===== config.mk =====
export PLATFORM = sky130hd
export DESIGN_NAME = fsle_encoder
export DESIGN_NICKNAME = d
export VERILOG_FILES = /design/src/hdl/fsle_pkg.sv /design/src/hdl/fsle_encoder.sv /design/src/hdl/fsle_timebase.sv
export VERILOG_INCLUDE_DIRS = /design/src /design/src/hdl
export SDC_FILE = /design/constraint.sdc
export NUM_CORES = 1
export LEC_CHECK = 0
export ABC_AREA = 1
export BUFFER_PORTS_ARGS = -buffer_cell sky130_fd_sc_hd__buf_2
export CORE_MARGIN = 1.5
export CORE_UTILIZATION = 24
export CTS_BUF_LIST = sky130_fd_sc_hd__clkbuf_4
export CTS_CLUSTER_SIZE = 24
export DETAILED_ROUTE_END_ITERATION = 10
export GPL_TIMING_DRIVEN = 0
export PLACE_DENSITY = 0.5
export SLEW_MARGIN = 10
export SYNTH_ARGS = -nofsm -noshare
export SYNTH_HDL_FRONTEND = slang
export SYNTH_SLANG_ARGS = --single-unit

===== constraint.sdc =====
create_clock -name clk -period 5.1 [get_ports clk]
set_clock_uncertainty 0.15 [all_clocks]
set_input_delay 0.255 -clock clk [delete_from_list [all_inputs] [get_ports clk]]
set_output_delay 0.255 -clock clk [all_outputs]
set_load 0.05 [all_outputs]

===== src/hdl/fsle_defs.svh =====
/*
 * Timing counts and field constants for the fieldbus status indicator encoder.
 * Assumes a 40 MHz system clock.
 */
`ifndef FSLE_DEFS_SVH
`define FSLE_DEFS_SVH

`define FSLE_CLK_HZ          40000000
`define FSLE_FLASH_HALF_MS   500
`define FSLE_FLICKER_HALF_MS 50
`define FSLE_ERR_BLINK_MS    400
`define FSLE_ERR_TOGGLE_MS   100
`define FSLE_MS_CYCLES       (`FSLE_CLK_HZ / 1000)
`define FSLE_ADDR_LIMIT      65
`define FSLE_BAUD_LIMIT      5
`define FSLE_IRQ_SWCHG       0
`define FSLE_IRQ_CRC         1
`define FSLE_IRQ_STOP        2
`define FSLE_IRQ_SEVERE      3
`define FSLE_REG_STATUS      4'h0
`define FSLE_REG_MASK        4'h1
`define FSLE_REG_CTRL        4'h2
`define FSLE_REG_LED         4'h3
`define FSLE_CTRL_MODE_BIT   0

`endif


===== src/hdl/fsle_pkg.sv =====
/*
 * Types for the fieldbus status indicator encoder.
 * Assumes the constants header is compiled alongside.
 */
`default_nettype none

package fsle_pkg;
    typedef enum logic {
        FSLE_MODE_MASTER,
        FSLE_MODE_SLAVE
    } fsle_mode_t;

    typedef struct packed {
        logic cfgPresent;
        logic cfgFault;
        logic dataExchange;
        logic commStopped;
        logic severeFault;
    } fsle_master_t;

    typedef struct packed {
        logic       joined;
        logic       refreshOk;
        logic       carrierLost;
        logic       timedOut;
        logic       hwReset;
        logic       crcError;
        logic [6:0] stationAddr;
        logic [2:0] occupied;
        logic [3:0] baudSwitch;
        logic [3:0] stationSwitch;
    } fsle_slave_t;

    typedef struct packed {
        logic green;
        logic red;
    } fsle_led_t;
endpackage

`default_nettype wire


===== src/hdl/fsle_encoder.sv =====
/*
 * Status indicator encoder: master mode drives one duo indicator, slave mode
 * drives a run and an error indicator, with a small register port and interrupt.
 * Assumes status flags come from the stack on clk; switches are pins.
 */
// Contract
// RULE_01 - Master: steady green when running without fault.
// RULE_02 - Master: flash green on configuration fault; code flashes only while dataExchange is also set, else dark.
// RULE_03 - Master: flicker green when communication halted.
// RULE_04 - Master: steady red on severe fault.
// RULE_05 - Master: dark when no configuration present.
// RULE_06 - Flash toggles slowly; steady holds constant.
// RULE_07 - Flicker toggles clearly faster than flash.
// RULE_08 - Slave: run on when joined with refresh.
// RULE_09 - Slave: run off before join, carrier, timeout, reset.
// RULE_10 - Slave: error blinks 0.4 s on switch change.
// RULE_11 - Slave: error steady on CRC or bad address.
// RULE_12 - Slave: error steady when captured baud five+.
// RULE_13 - Error off normally; steady beats blink.
// RULE_14 - Master priority: severe, none, stopped, fault, normal.
`timescale 1ns/100ps
`default_nettype none
`include "fsle_defs.svh"

module fsle_encoder #(
    parameter int FLASH_HALF_CYCLES   = `FSLE_FLASH_HALF_MS * `FSLE_MS_CYCLES,
    parameter int FLICKER_HALF_CYCLES = `FSLE_FLICKER_HALF_MS * `FSLE_MS_CYCLES,
    parameter int ERR_TOGGLE_CYCLES   = `FSLE_ERR_TOGGLE_MS * `FSLE_MS_CYCLES,
    parameter int ERR_BLINK_TICKS     = `FSLE_ERR_BLINK_MS / `FSLE_ERR_TOGGLE_MS
) (
    input  wire logic                  clk,
    input  wire logic                  reset,
    input  wire fsle_pkg::fsle_master_t masterIn,
    input  wire fsle_pkg::fsle_slave_t  slaveIn,
    input  wire logic [3:0]            regAddr,
    input  wire logic [31:0]           regWdata,
    input  wire logic                  regWr,
    input  wire logic                  regRd,
    output logic [31:0]                regRdata,
    output logic                       irq,
    output fsle_pkg::fsle_led_t        duoLed,
    output logic                       runLed,
    output logic                       errLed
);
    logic flashTick;
    logic flickerTick;
    logic errTick;

    fsle_timebase #(.HALF_CYCLES(FLASH_HALF_CYCLES)) uFlash (
        .clk   (clk),
        .reset (reset),
        .tick  (flashTick)
    );
    fsle_timebase #(.HALF_CYCLES(FLICKER_HALF_CYCLES)) uFlicker (
        .clk   (clk),
        .reset (reset),
        .tick  (flickerTick)
    );
    fsle_timebase #(.HALF_CYCLES(ERR_TOGGLE_CYCLES)) uErr (
        .clk   (clk),
        .reset (reset),
        .tick  (errTick)
    );

    // Switches are pins, so two flops before any use.
    logic [7:0] swMeta_reg;
    logic [7:0] swSync_reg;
    logic [7:0] swCapt_reg;
    logic       captured_reg;
    logic [7:0] swPrev_reg;
    logic [7:0] swCapt_next;
    logic       captured_next;
    logic [1:0] fill_reg;
    logic [1:0] fill_next;

    logic       flashPh_reg;
    logic       flashPh_next;
    logic       flickPh_reg;
    logic       flickPh_next;
    logic [3:0] blinkCnt_reg;
    logic [3:0] blinkCnt_next;
    logic       blinkPh_reg;
    logic       blinkPh_next;
    logic [3:0] irqStat_reg;
    logic [3:0] irqStat_next;
    logic [3:0] irqMask_reg;
    logic [3:0] irqMask_next;
    logic       mode_reg;
    logic       mode_next;
    logic [31:0] rdata_next;
    fsle_pkg::fsle_led_t duo_next;
    logic       run_next;
    logic       err_next;
    logic       swChanged;
    logic       errSteady;
    logic [3:0] events;
    logic [7:0] addrSum;

    always_comb begin
        // The synchroniser still holds reset zeros for two cycles, so capture waits.
        fill_next = (fill_reg == 2'h3) ? fill_reg : fill_reg + 2'h1;
        swCapt_next = swCapt_reg;
        captured_next = captured_reg;
        if (!captured_reg && fill_reg == 2'h3 && swPrev_reg == swSync_reg) begin // RULE_12
            swCapt_next = swSync_reg;
            captured_next = 1'b1;
        end
        flashPh_next = flashTick ? ~flashPh_reg : flashPh_reg; // RULE_06
        flickPh_next = flickerTick ? ~flickPh_reg : flickPh_reg; // RULE_07
        swChanged = captured_reg && (swSync_reg != swPrev_reg)
                    && (swSync_reg != swCapt_reg);
        blinkCnt_next = blinkCnt_reg;
        blinkPh_next = blinkPh_reg;
        if (swChanged) begin // RULE_10
            blinkCnt_next = 4'(ERR_BLINK_TICKS);
            blinkPh_next = 1'b1;
        end else if (errTick && blinkCnt_reg != 4'h0) begin
            blinkCnt_next = blinkCnt_reg - 4'h1;
            blinkPh_next = ~blinkPh_reg;
        end
        addrSum = {1'b0, slaveIn.stationAddr} + {5'h0, slaveIn.occupied};
        errSteady = slaveIn.crcError || slaveIn.stationAddr == 7'h0 // RULE_11
                    || addrSum >= 8'(`FSLE_ADDR_LIMIT)
                    || (captured_reg && swCapt_reg[7:4] >= 4'(`FSLE_BAUD_LIMIT)); // RULE_12
        duo_next = '0;
        if (!masterIn.cfgPresent) begin // RULE_14
            duo_next = '0; // RULE_05
        end else if (masterIn.commStopped) begin
            duo_next.green = flickPh_reg; // RULE_03
        end else if (masterIn.cfgFault && masterIn.dataExchange) begin
            duo_next.green = flashPh_reg; // RULE_02
        end else if (masterIn.dataExchange) begin
            duo_next.green = 1'b1; // RULE_01
        end
        if (masterIn.severeFault) begin // RULE_14
            duo_next.green = 1'b0;
            duo_next.red = 1'b1; // RULE_04
        end
        run_next = slaveIn.joined && slaveIn.refreshOk && !slaveIn.carrierLost // RULE_08
                   && !slaveIn.timedOut && !slaveIn.hwReset; // RULE_09
        if (slaveIn.hwReset) begin
            err_next = 1'b0; // RULE_13
        end else if (errSteady) begin
            err_next = 1'b1; // RULE_13
        end else begin
            err_next = (blinkCnt_reg != 4'h0) && blinkPh_reg;
        end
        if (mode_reg == fsle_pkg::FSLE_MODE_MASTER) begin
            run_next = 1'b0;
            err_next = 1'b0;
        end else begin
            duo_next = '0;
        end
        events = '0;
        events[`FSLE_IRQ_SWCHG] = swChanged;
        events[`FSLE_IRQ_CRC] = slaveIn.crcError;
        events[`FSLE_IRQ_STOP] = masterIn.commStopped;
        events[`FSLE_IRQ_SEVERE] = masterIn.severeFault;
        irqStat_next = irqStat_reg;
        irqMask_next = irqMask_reg;
        mode_next = mode_reg;
        if (regWr) begin
            case (regAddr)
                `FSLE_REG_STATUS: irqStat_next = irqStat_reg & ~regWdata[3:0];
                `FSLE_REG_MASK:   irqMask_next = regWdata[3:0];
                `FSLE_REG_CTRL:   mode_next = regWdata[`FSLE_CTRL_MODE_BIT];
                default:          ;
            endcase
        end
        // Set beats clear so no event is lost in the clearing cycle.
        irqStat_next = irqStat_next | events;
        rdata_next = 32'h0;
        if (regRd) begin
            case (regAddr)
                `FSLE_REG_STATUS: rdata_next = {28'h0, irqStat_reg};
                `FSLE_REG_MASK:   rdata_next = {28'h0, irqMask_reg};
                `FSLE_REG_CTRL:   rdata_next = {31'h0, mode_reg};
                `FSLE_REG_LED:    rdata_next = {28'h0, duoLed.green, duoLed.red,
                                                runLed, errLed};
                default:          rdata_next = 32'h0;
            endcase
        end
    end

    always_ff @(posedge clk or posedge reset) begin
        if (reset) begin
            swMeta_reg   <= 8'h0;
            swSync_reg   <= 8'h0;
            swCapt_reg   <= 8'h0;
            swPrev_reg   <= 8'h0;
            captured_reg <= 1'b0;
            fill_reg     <= 2'h0;
            flashPh_reg  <= 1'b0;
            flickPh_reg  <= 1'b0;
            blinkCnt_reg <= 4'h0;
            blinkPh_reg  <= 1'b0;
            irqStat_reg  <= 4'h0;
            irqMask_reg  <= 4'h0;
            mode_reg     <= 1'b0;
            regRdata     <= 32'h0;
            duoLed       <= '0;
            runLed       <= 1'b0;
            errLed       <= 1'b0;
        end else begin
            swMeta_reg   <= {slaveIn.baudSwitch, slaveIn.stationSwitch};
            swSync_reg   <= swMeta_reg;
            swPrev_reg   <= swSync_reg;
            fill_reg     <= fill_next;
            swCapt_reg   <= swCapt_next;
            captured_reg <= captured_next;
            flashPh_reg  <= flashPh_next;
            flickPh_reg  <= flickPh_next;
            blinkCnt_reg <= blinkCnt_next;
            blinkPh_reg  <= blinkPh_next;
            irqStat_reg  <= irqStat_next;
            irqMask_reg  <= irqMask_next;
            mode_reg     <= mode_next;
            regRdata     <= rdata_next;
            duoLed       <= duo_next;
            runLed       <= run_next;
            errLed       <= err_next;
        end
    end

    assign irq = |(irqStat_reg & irqMask_reg);

    AST_SEVERE_RED: assert property (@(posedge clk) disable iff (reset) // RULE_04
        mode_reg == 1'b0 && masterIn.severeFault |=> duoLed.red && !duoLed.green)
        else $error("Severe fault did not give steady red.");
    AST_NOCFG_DARK: assert property (@(posedge clk) disable iff (reset) // RULE_05
        mode_reg == 1'b0 && !masterIn.cfgPresent && !masterIn.severeFault
        |=> duoLed == '0)
        else $error("Missing configuration did not darken duo.");
    AST_RUN_GREEN: assert property (@(posedge clk) disable iff (reset) // RULE_01
        mode_reg == 1'b0 && masterIn.cfgPresent && masterIn.dataExchange
        && !masterIn.cfgFault && !masterIn.commStopped && !masterIn.severeFault
        |=> duoLed.green)
        else $error("Normal exchange did not give steady green.");
    AST_FLASH_SLOW: assert property (@(posedge clk) disable iff (reset) // RULE_02
        mode_reg == 1'b0 && masterIn.cfgPresent && masterIn.cfgFault
        && masterIn.dataExchange && !masterIn.commStopped && !masterIn.severeFault
        |=> duoLed.green == $past(flashPh_reg))
        else $error("Configuration fault not flashing.");
    AST_FLICKER: assert property (@(posedge clk) disable iff (reset) // RULE_03
        mode_reg == 1'b0 && masterIn.cfgPresent && masterIn.commStopped
        && !masterIn.severeFault |=> duoLed.green == $past(flickPh_reg))
        else $error("Stopped communication not flickering.");
    AST_FLASH_TOGGLE: assert property (@(posedge clk) disable iff (reset) // RULE_06
        flashTick |=> flashPh_reg != $past(flashPh_reg))
        else $error("Flash phase did not toggle on tick.");
    AST_FLICK_HOLD: assert property (@(posedge clk) disable iff (reset) // RULE_07
        !flickerTick |=> flickPh_reg == $past(flickPh_reg))
        else $error("Flicker phase moved without tick.");
    AST_RUN_OFF: assert property (@(posedge clk) disable iff (reset) // RULE_09
        slaveIn.hwReset || slaveIn.carrierLost || slaveIn.timedOut |=> !runLed)
        else $error("Run indicator lit during fault.");
    AST_RUN_ON: assert property (@(posedge clk) disable iff (reset) // RULE_08
        mode_reg == 1'b1 && slaveIn.joined && slaveIn.refreshOk && !slaveIn.hwReset
        && !slaveIn.carrierLost && !slaveIn.timedOut |=> runLed)
        else $error("Run indicator dark while joined.");
    AST_ERR_STEADY: assert property (@(posedge clk) disable iff (reset) // RULE_11
        mode_reg == 1'b1 && slaveIn.crcError && !slaveIn.hwReset |=> errLed)
        else $error("CRC error did not light error indicator.");
    AST_BLINK_LOAD: assert property (@(posedge clk) disable iff (reset) // RULE_10
        swChanged |=> blinkCnt_reg == 4'(ERR_BLINK_TICKS))
        else $error("Switch change did not start blink.");
    AST_ERR_RESET_OFF: assert property (@(posedge clk) disable iff (reset) // RULE_13
        slaveIn.hwReset |=> !errLed)
        else $error("Error indicator lit during hardware reset.");
    AST_BAUD_BAD: assert property (@(posedge clk) disable iff (reset) // RULE_12
        mode_reg == 1'b1 && captured_reg && swCapt_reg[7:4] >= 4'h5 && !slaveIn.hwReset
        |=> errLed)
        else $error("Bad baud capture did not light error indicator.");
    AST_PRIO: assert property (@(posedge clk) disable iff (reset) // RULE_14
        mode_reg == 1'b0 && masterIn.severeFault && !masterIn.cfgPresent |=> duoLed.red)
        else $error("Severe fault lost priority.");

    COV_SEVERE: cover property (@(posedge clk) disable iff (reset) duoLed.red);
    COV_BLINK: cover property (@(posedge clk) disable iff (reset) swChanged);
    COV_IRQ: cover property (@(posedge clk) disable iff (reset) irq);
    COV_RUN: cover property (@(posedge clk) disable iff (reset) runLed);
    COV_FLICKER: cover property (@(posedge clk) disable iff (reset) flickerTick && duoLed.green);
endmodule

`default_nettype wire


===== src/hdl/fsle_timebase.sv =====
/*
 * Divider producing a one-cycle enable every HALF_CYCLES clock cycles.
 * Assumes a single system clock and an asynchronous active-high reset.
 */
`timescale 1ns/100ps
`default_nettype none
`include "fsle_defs.svh"

module fsle_timebase #(
    parameter int HALF_CYCLES = 20000
) (
    input  wire logic clk,
    input  wire logic reset,
    output logic      tick
);
    logic [31:0] count_reg;
    logic [31:0] count_next;

    always_comb begin
        tick = (count_reg == 32'(HALF_CYCLES - 1));
        count_next = tick ? 32'h0 : count_reg + 32'h1;
    end

    always_ff @(posedge clk or posedge reset) begin
        if (reset) begin
            count_reg <= 32'h0;
        end else begin
            count_reg <= count_next;
        end
    end
endmodule

`default_nettype wire


==> results of run 1 <==
-- critical path, stage by stage --
cell and delay [ps]:
dlygate4sd3_1 530, buf_2 120, nor2_1 290, dlygate4sd3_1 680, nand4_1 90, a41oi_1 230
dlygate4sd3_1 580
-- metal layers --
| layer | wire [um] | up-vias | share of wire |
|---|---|---|---|
| met2 | 8680 | 124 | 0.44 |
| met1 | 10000 | 3109 | 0.51 |
| met3 | 783 | 16 | 0.040 |
| met4 | 219 | 0 | 0.011 |
| met5 | 0 | - | 0 |
| li1 | - | 3568 | - |
-- final timing paths --
kind                                  to  slack [ps]  depth (start not counted)
max                          regRdata[0]        2650                          7
min                          regRdata[1]          90                          6
max reg2reg                    duoLed[1]        2870                          5
min reg2reg                swSync_reg[3]         220                          0
max in group asynchronous       mode_reg        3870                          4
min in group asynchronous    flickPh_reg         170                          3
-- power by group through the flow --
| stage | clock [mW] | sequential (mW) | combinational [mW] |
|---|---|---|---|
| after floorplan | 0 | 1.32 | 0.164 |
| after global placement | 0 | 1.32 | 0.230 |
| after detailed placement | 0 | 1.32 | 0.236 |
| after CTS | 0.878 | 1.29 | 0.264 |
| after global routing | 0.925 | 1.30 | 0.288 |
| final | 0.844 | 1.29 | 0.259 |
-- area by class of cell --
cell class                      count  area [sq um]  area share
Sequential cell                   155          3880       0.387
Multi-Input combinational cell    748          3710       0.369
Inverter                          179           684      0.0682
Timing Repair Buffer               88           653      0.0651
Tap cell                          455           569      0.0567
Buffer                             30           223      0.0222
Clock inverter                     14           181      0.0181
Clock buffer                       18           135      0.0135
Antenna cell                        1          2.50    0.000249
-- metrics by stage --
step | hold WS, ps | instances | worst slack [ps] | TNS, ps
final | 95.0 | 1688 | 2650 | 0
after global routing | 64.9 | 1688 | 2640 | 0
after CTS | 35.8 | 1687 | 2720 | 0
after detailed placement | 185 | 1617 | 2980 | 0
after global placement | 185 | 1616 | -1590 | -244270
after floorplan | 136 | 1112 | 517 | 0
-- what timing repair did --
action,in CTS,in global routing
hold buffers,38,0
buffers inserted,0,0
hold endpoints to repair,107,0
-- cell usage in the layout, fill, tap and decap left out, drive strengths merged, types with 22 or more instances in the layout --
cell	netlist	layout
nand2	270	270
xnor2	28	28
nor3	58	58
nor2	163	163
xor2	52	52
dfrtp	155	155
inv	177	184
nand4	22	22
dlygate4sd3	0	38
buf	30	80
conb	1	28
o21ai	22	22
nand3	65	65
-- cells by family after synthesis --
kind of cell | share of synthesized area
simple gates | 0.305
fa+ha+maj | 0.0143
flops | 0.463
buf+inv | 0.107
xor+xnor | 0.0836
compound gates | 0.0266
other cells | 0.000447
==> summary.md, run 1 <==
| Metric | Value |
|---|---|
| Status | `completed` |
| Post-DP HPWL | `15100 um` |
| Synth cell types | `40` |
| Crit start category | `input port` |
| Final Wtd Congestion | `0.853` |
| Worst-path clk slew | `130 ps` |
| Fin. max-slew vios | `0` |
| PwrDens | `239 nW/um^2` |
| Io pins | `106` |
| Remaining antenna violation count after routing | `0` |
| Number of port buffers | `49` |
| Initial antenna violation count | `1` |
| Fmax | `409 MHz` |
| Largest area contributor in the netlist | `dfrtp_1` |
| Pin count of the biggest net entering global routing | `84` |
| Met3 usage | `0.0221` |
| Initial Util | `0.243` |
| Period utilization | `0.480` |
| P&R area growth vs syn | `19.7%` |
| Mapped Cells | `1085` |
| Vias | `6817` |
| CP Capture Type | `flip-flop` |
| Busiest layer in global routing | `met2` |
| Post-synth EDFFs | `0` |
| Most used DFF post-synth | `dfrtp_1` |
| Cts repair resizes | `0` |
| Hold WC Path Type | `in -> reg` |
| R2R Path Start | `mode_reg` |
| Ratio of cells with drive above 1 in the final layout | `0.114` |
| Worst-Margin Slew | `601 ps` |
| DRC Markers | `0` |
| Switching share of power | `0.284` |
| Synthesis Warnings | `0` |
| Die area | `36100 sq um` |
| Sink Count | `155` |
| Worst-path fanout max | `4` |
| DRT Wirelength | `19700 um` |
| Critical path required time | `5440 ps` |
| Synth Cell Area | `8380 sq um` |
| Placed Instance Area | `9340 sq um` |
| Yosys reg bits | `155` |
| H-tree depth | `4` |
| Clock Root Buffer | `clkbuf_4` |
| Die W | `190 um` |
| Most instantiated cells after synthesis | `nand2_1, inv_1, dfrtp_1, nor2_1, nand3_1` |
| Async SR Flop Fraction | `1.00` |
| GR Util met2 | `0.180` |
| Vias in the first global route | `6690` |
| Final #Nets | `1297` |
| Average wire per standard cell | `11.7 um` |
| Clock Path Buffers | `2` |
| Initial DRC count | `465` |
| Final Hold Viols | `0` |
| Avg Inst Size Synth | `7.73 sq um` |
| Router iterations before antenna repair | `5` |
| Die H | `190 um` |
| FP Rows | `68` |
| First-pass GRT wire length | `33100 um` |
| Critical path startpoint | `regAddr[3]` |
| Relative slew slack | `0.599` |
| Yosys top cell area share | `0.463` |
| Fill cells | `3693` |
| CTS tree | `yes` |
| Total gr overflow | `0` |
| Worst Hold Launch | `regAddr[2]` |
| Final Cell Area | `10000 sq um` |
| Met1 usage | `0.160` |
| Shortest period the worst path allows | `2450 ps` |
| Leak | `4.93 nW` |
| Int Power | `1.71 mW` |
| RSZ-0062 raised after global routing | `no` |
| Max VDD drop | `0.131 mV` |
| Post-layout util | `0.291` |
| Via/cell ratio | `4.04` |
| Register area share after synthesis | `0.463` |
| Top cells by area, synth | `dfrtp_1, nand2_1, inv_1` |
| Crit Path Class | `in -> reg` |
| CTS Buf Count | `17` |
| Final Power | `2.39 mW` |
| Sequential Power Share | `0.540` |
| Combinational share of power | `0.108` |
| Arr. time, crit path | `2790 ps` |
| GRT Util Overall | `0.114` |
| CORE AREA | `34500 sq um` |
| Max-cap violations | `0` |
| Clk_lat worst skew | `550 ps` |
| Sw Pwr | `0.680 mW` |
| Setup violations, final | `0` |
| Clk network pwr share | `0.352` |
| Count leader, synth | `nand2_1` |
Power figures use the tool's default switching activity.
==> run 2: changes to the inputs <==
- PLACE_DENSITY: 0.5 -> 0.51
- clock period: 5.1 -> 2.25 ns (I/O delays scaled with it)
==> run 2 against run 1 <==
Global-route usage rose by 0.18 points. Critical endpoint is now mode_reg. Critical path depth increased by 1. Critical path type unchanged. Die area did not move.
==> summary.md, run 2 (synthesis gave the netlist of run 1 again) <==
| Metric | Value |
|---|---|
| DRC Markers | `0` |
| Leak | `5.00 nW` |
| CP cell instances | `dlygate4sd3_1 -> buf_2 -> nor2_1 -> nand4_1 -> dlygate4sd3_1 -> nand2_1 -> o21ai_0 -> dlygate4sd3_1` |
| Pin count of the biggest net entering global routing | `36` |
| RSZ-0062 raised after global routing | `no` |
| Arr. time, crit path | `2480 ps` |
| Clock Root Buffer | `clkbuf_4` |
| Critical path required time | `2560 ps` |
| Fill cells | `3736` |
| Dpl ws | `72.0 ps` |
| Fmax | `462 MHz` |
| Initial DRC count | `351` |
| Inst Count DP | `1621` |
| WHS | `53.6 ps` |
| Die area | `36100 sq um` |
| First-pass GRT wire length | `33500 um` |
| CORE AREA | `34500 sq um` |
| Clock Path Buffers | `2` |
| CTS Buf Count | `17` |
| CTS tree | `yes` |
| Crit Path Class | `in -> reg` |
| Fin. max-slew vios | `0` |
| Max-cap violations | `0` |
| P&R area growth vs syn | `22.1%` |
| Shortest period the worst path allows | `2170 ps` |
| Worst-path clk slew | `160 ps` |
| Initial antenna violation count | `1` |
| CP Capture Type | `flip-flop` |
| Crit path top cell by count | `dlygate4sd3_1` |
| Vias in the first global route | `6848` |
| Worst-Margin Slew | `570 ps` |
| Die W | `190 um` |
| Max VDD drop | `0.246 mV` |
| H-tree depth | `4` |
| Ratio of cells with drive above 1 in the final layout | `0.119` |
| Worst-path fanout max | `6` |
| Router iterations before antenna repair | `5` |
| Hold WC Path Type | `in -> reg` |
| Most frequent cells in the layout | `nand2_1, inv_1, dfrtp_1, nor2_1, nand3_1` |
| WP buf/inv | `4` |
| DRT Wirelength | `19700 um` |
| GRT Util Overall | `0.116` |
| FP Rows | `68` |
| Sink Count | `155` |
| Setup violations, final | `0` |
| Post-CTS Setup Bufs | `0` |
| Placed Instance Area | `9400 sq um` |
| Crit start category | `input port` |
| Final Wtd Congestion | `0.886` |
| Remaining antenna violation count after routing | `0` |
| Status | `completed` |
| Area occupied by registers | `3880 sq um` |
| Io pins | `106` |
| Relative slew slack | `0.617` |
| Area of the multi-input gates | `3730 sq um` |
| Number of port buffers | `49` |
| Layout Cells excl Fill | `1704` |
| Vias | `6941` |
| Delay-heaviest family, CP | `buffers and inverters` |
| Die H | `190 um` |
| Fin worst setup slack | `84.5 ps` |
| Clk_lat worst skew | `570 ps` |
| Period utilization | `0.962` |
| Crit-path slowest cell | `dlygate4sd3_1` |
| Total gr overflow | `0` |
| Final Hold Viols | `0` |
| Post-DP HPWL | `15400 um` |
| Most common cell after layout, fill and taps aside | `nand2_1` |
| PwrDens | `530 nW/um^2` |
| Initial Util | `0.243` |
| Final #Nets | `1313` |
| Crit path largest cell delay | `600 ps` |
| Final Cell Area | `10200 sq um` |
| Via/cell ratio | `4.07` |
| Average wire per standard cell | `11.6 um` |
==> run 2: changes by cell type in the layout (fill, tap and decap cells not counted), sizes merged <==
cell	previous run	this run
dlygate4sd3	38	50
buf	80	84
clkbuf	18	17
clkinv	4	5
bufinv	3	2
inv	184	185
==> run 2: layout make-up <==
cell class                      instances  area share
Clock buffer                           17      0.0125
Antenna cell                            1    0.000244
Multi-Input combinational cell        748       0.365
Timing Repair Buffer                  104      0.0826
Buffer                                 30      0.0218
Clock inverter                         15      0.0174
Inverter                              179      0.0665
Tap cell                              455      0.0556
Sequential cell                       155       0.379
==> run 2: where the power goes <==
group	internal [mW]	switching [mW]	leakage [nW]
Sequential	2.86	0.0650	2.01
Combinational	0.240	0.384	2.82
Clock	0.707	1.17	0.163
Total	3.81	1.62	5.00
==> run 2: final timing paths <==
kind                                     endpoint  slack (ps)  depth (start not counted)             from
max                                      mode_reg          80                          8       regAddr[3]
min                                   regRdata[2]          50                          6       regAddr[2]
max reg2reg                                errLed         160                          8  blinkCnt_reg[0]
min reg2reg                         swSync_reg[3]         200                          0    swMeta_reg[3]
max in group asynchronous           swPrev_reg[5]         490                          7            reset
min in group asynchronous  uFlicker.count_reg[17]         490                          4            reset
==> run 2: metrics by stage <==
| stage | TNS (ps) | util | power [mW] |
|---|---|---|---|
| after floorplan | 0 | - | 3.36 |
| after global placement | -175930 | 0.270 | 3.51 |
| after detailed placement | 0 | 0.273 | 3.53 |
| after CTS | 0 | 0.296 | 5.54 |
| after global routing | 0 | 0.297 | 5.73 |
| final | 0 | 0.297 | 5.43 |
==> run 2: timing repair <==
action / CTS / global route
hold endpoints to repair: 125 / 1
endpoints found under the setup margin: 0 / 17
gates resized for setup: 0 / 5
hold buffers: 49 / 1
==> run 2: tightest hold or removal path, stage by stage <==
cell,delay [ps]
buf_2,80
nor2_1,90
nand3_1,140
o221ai_1,120
nand2_1,130
inv_1,50
==> run 2: routing by layer <==
layer,global-route usage,wire [um],vias up
met1,0.163,10100,3205
met5,0,0,-
li1,-,-,3607
met3,0.0207,670,15
met4,0.0330,263,0
met2,0.182,8670,114
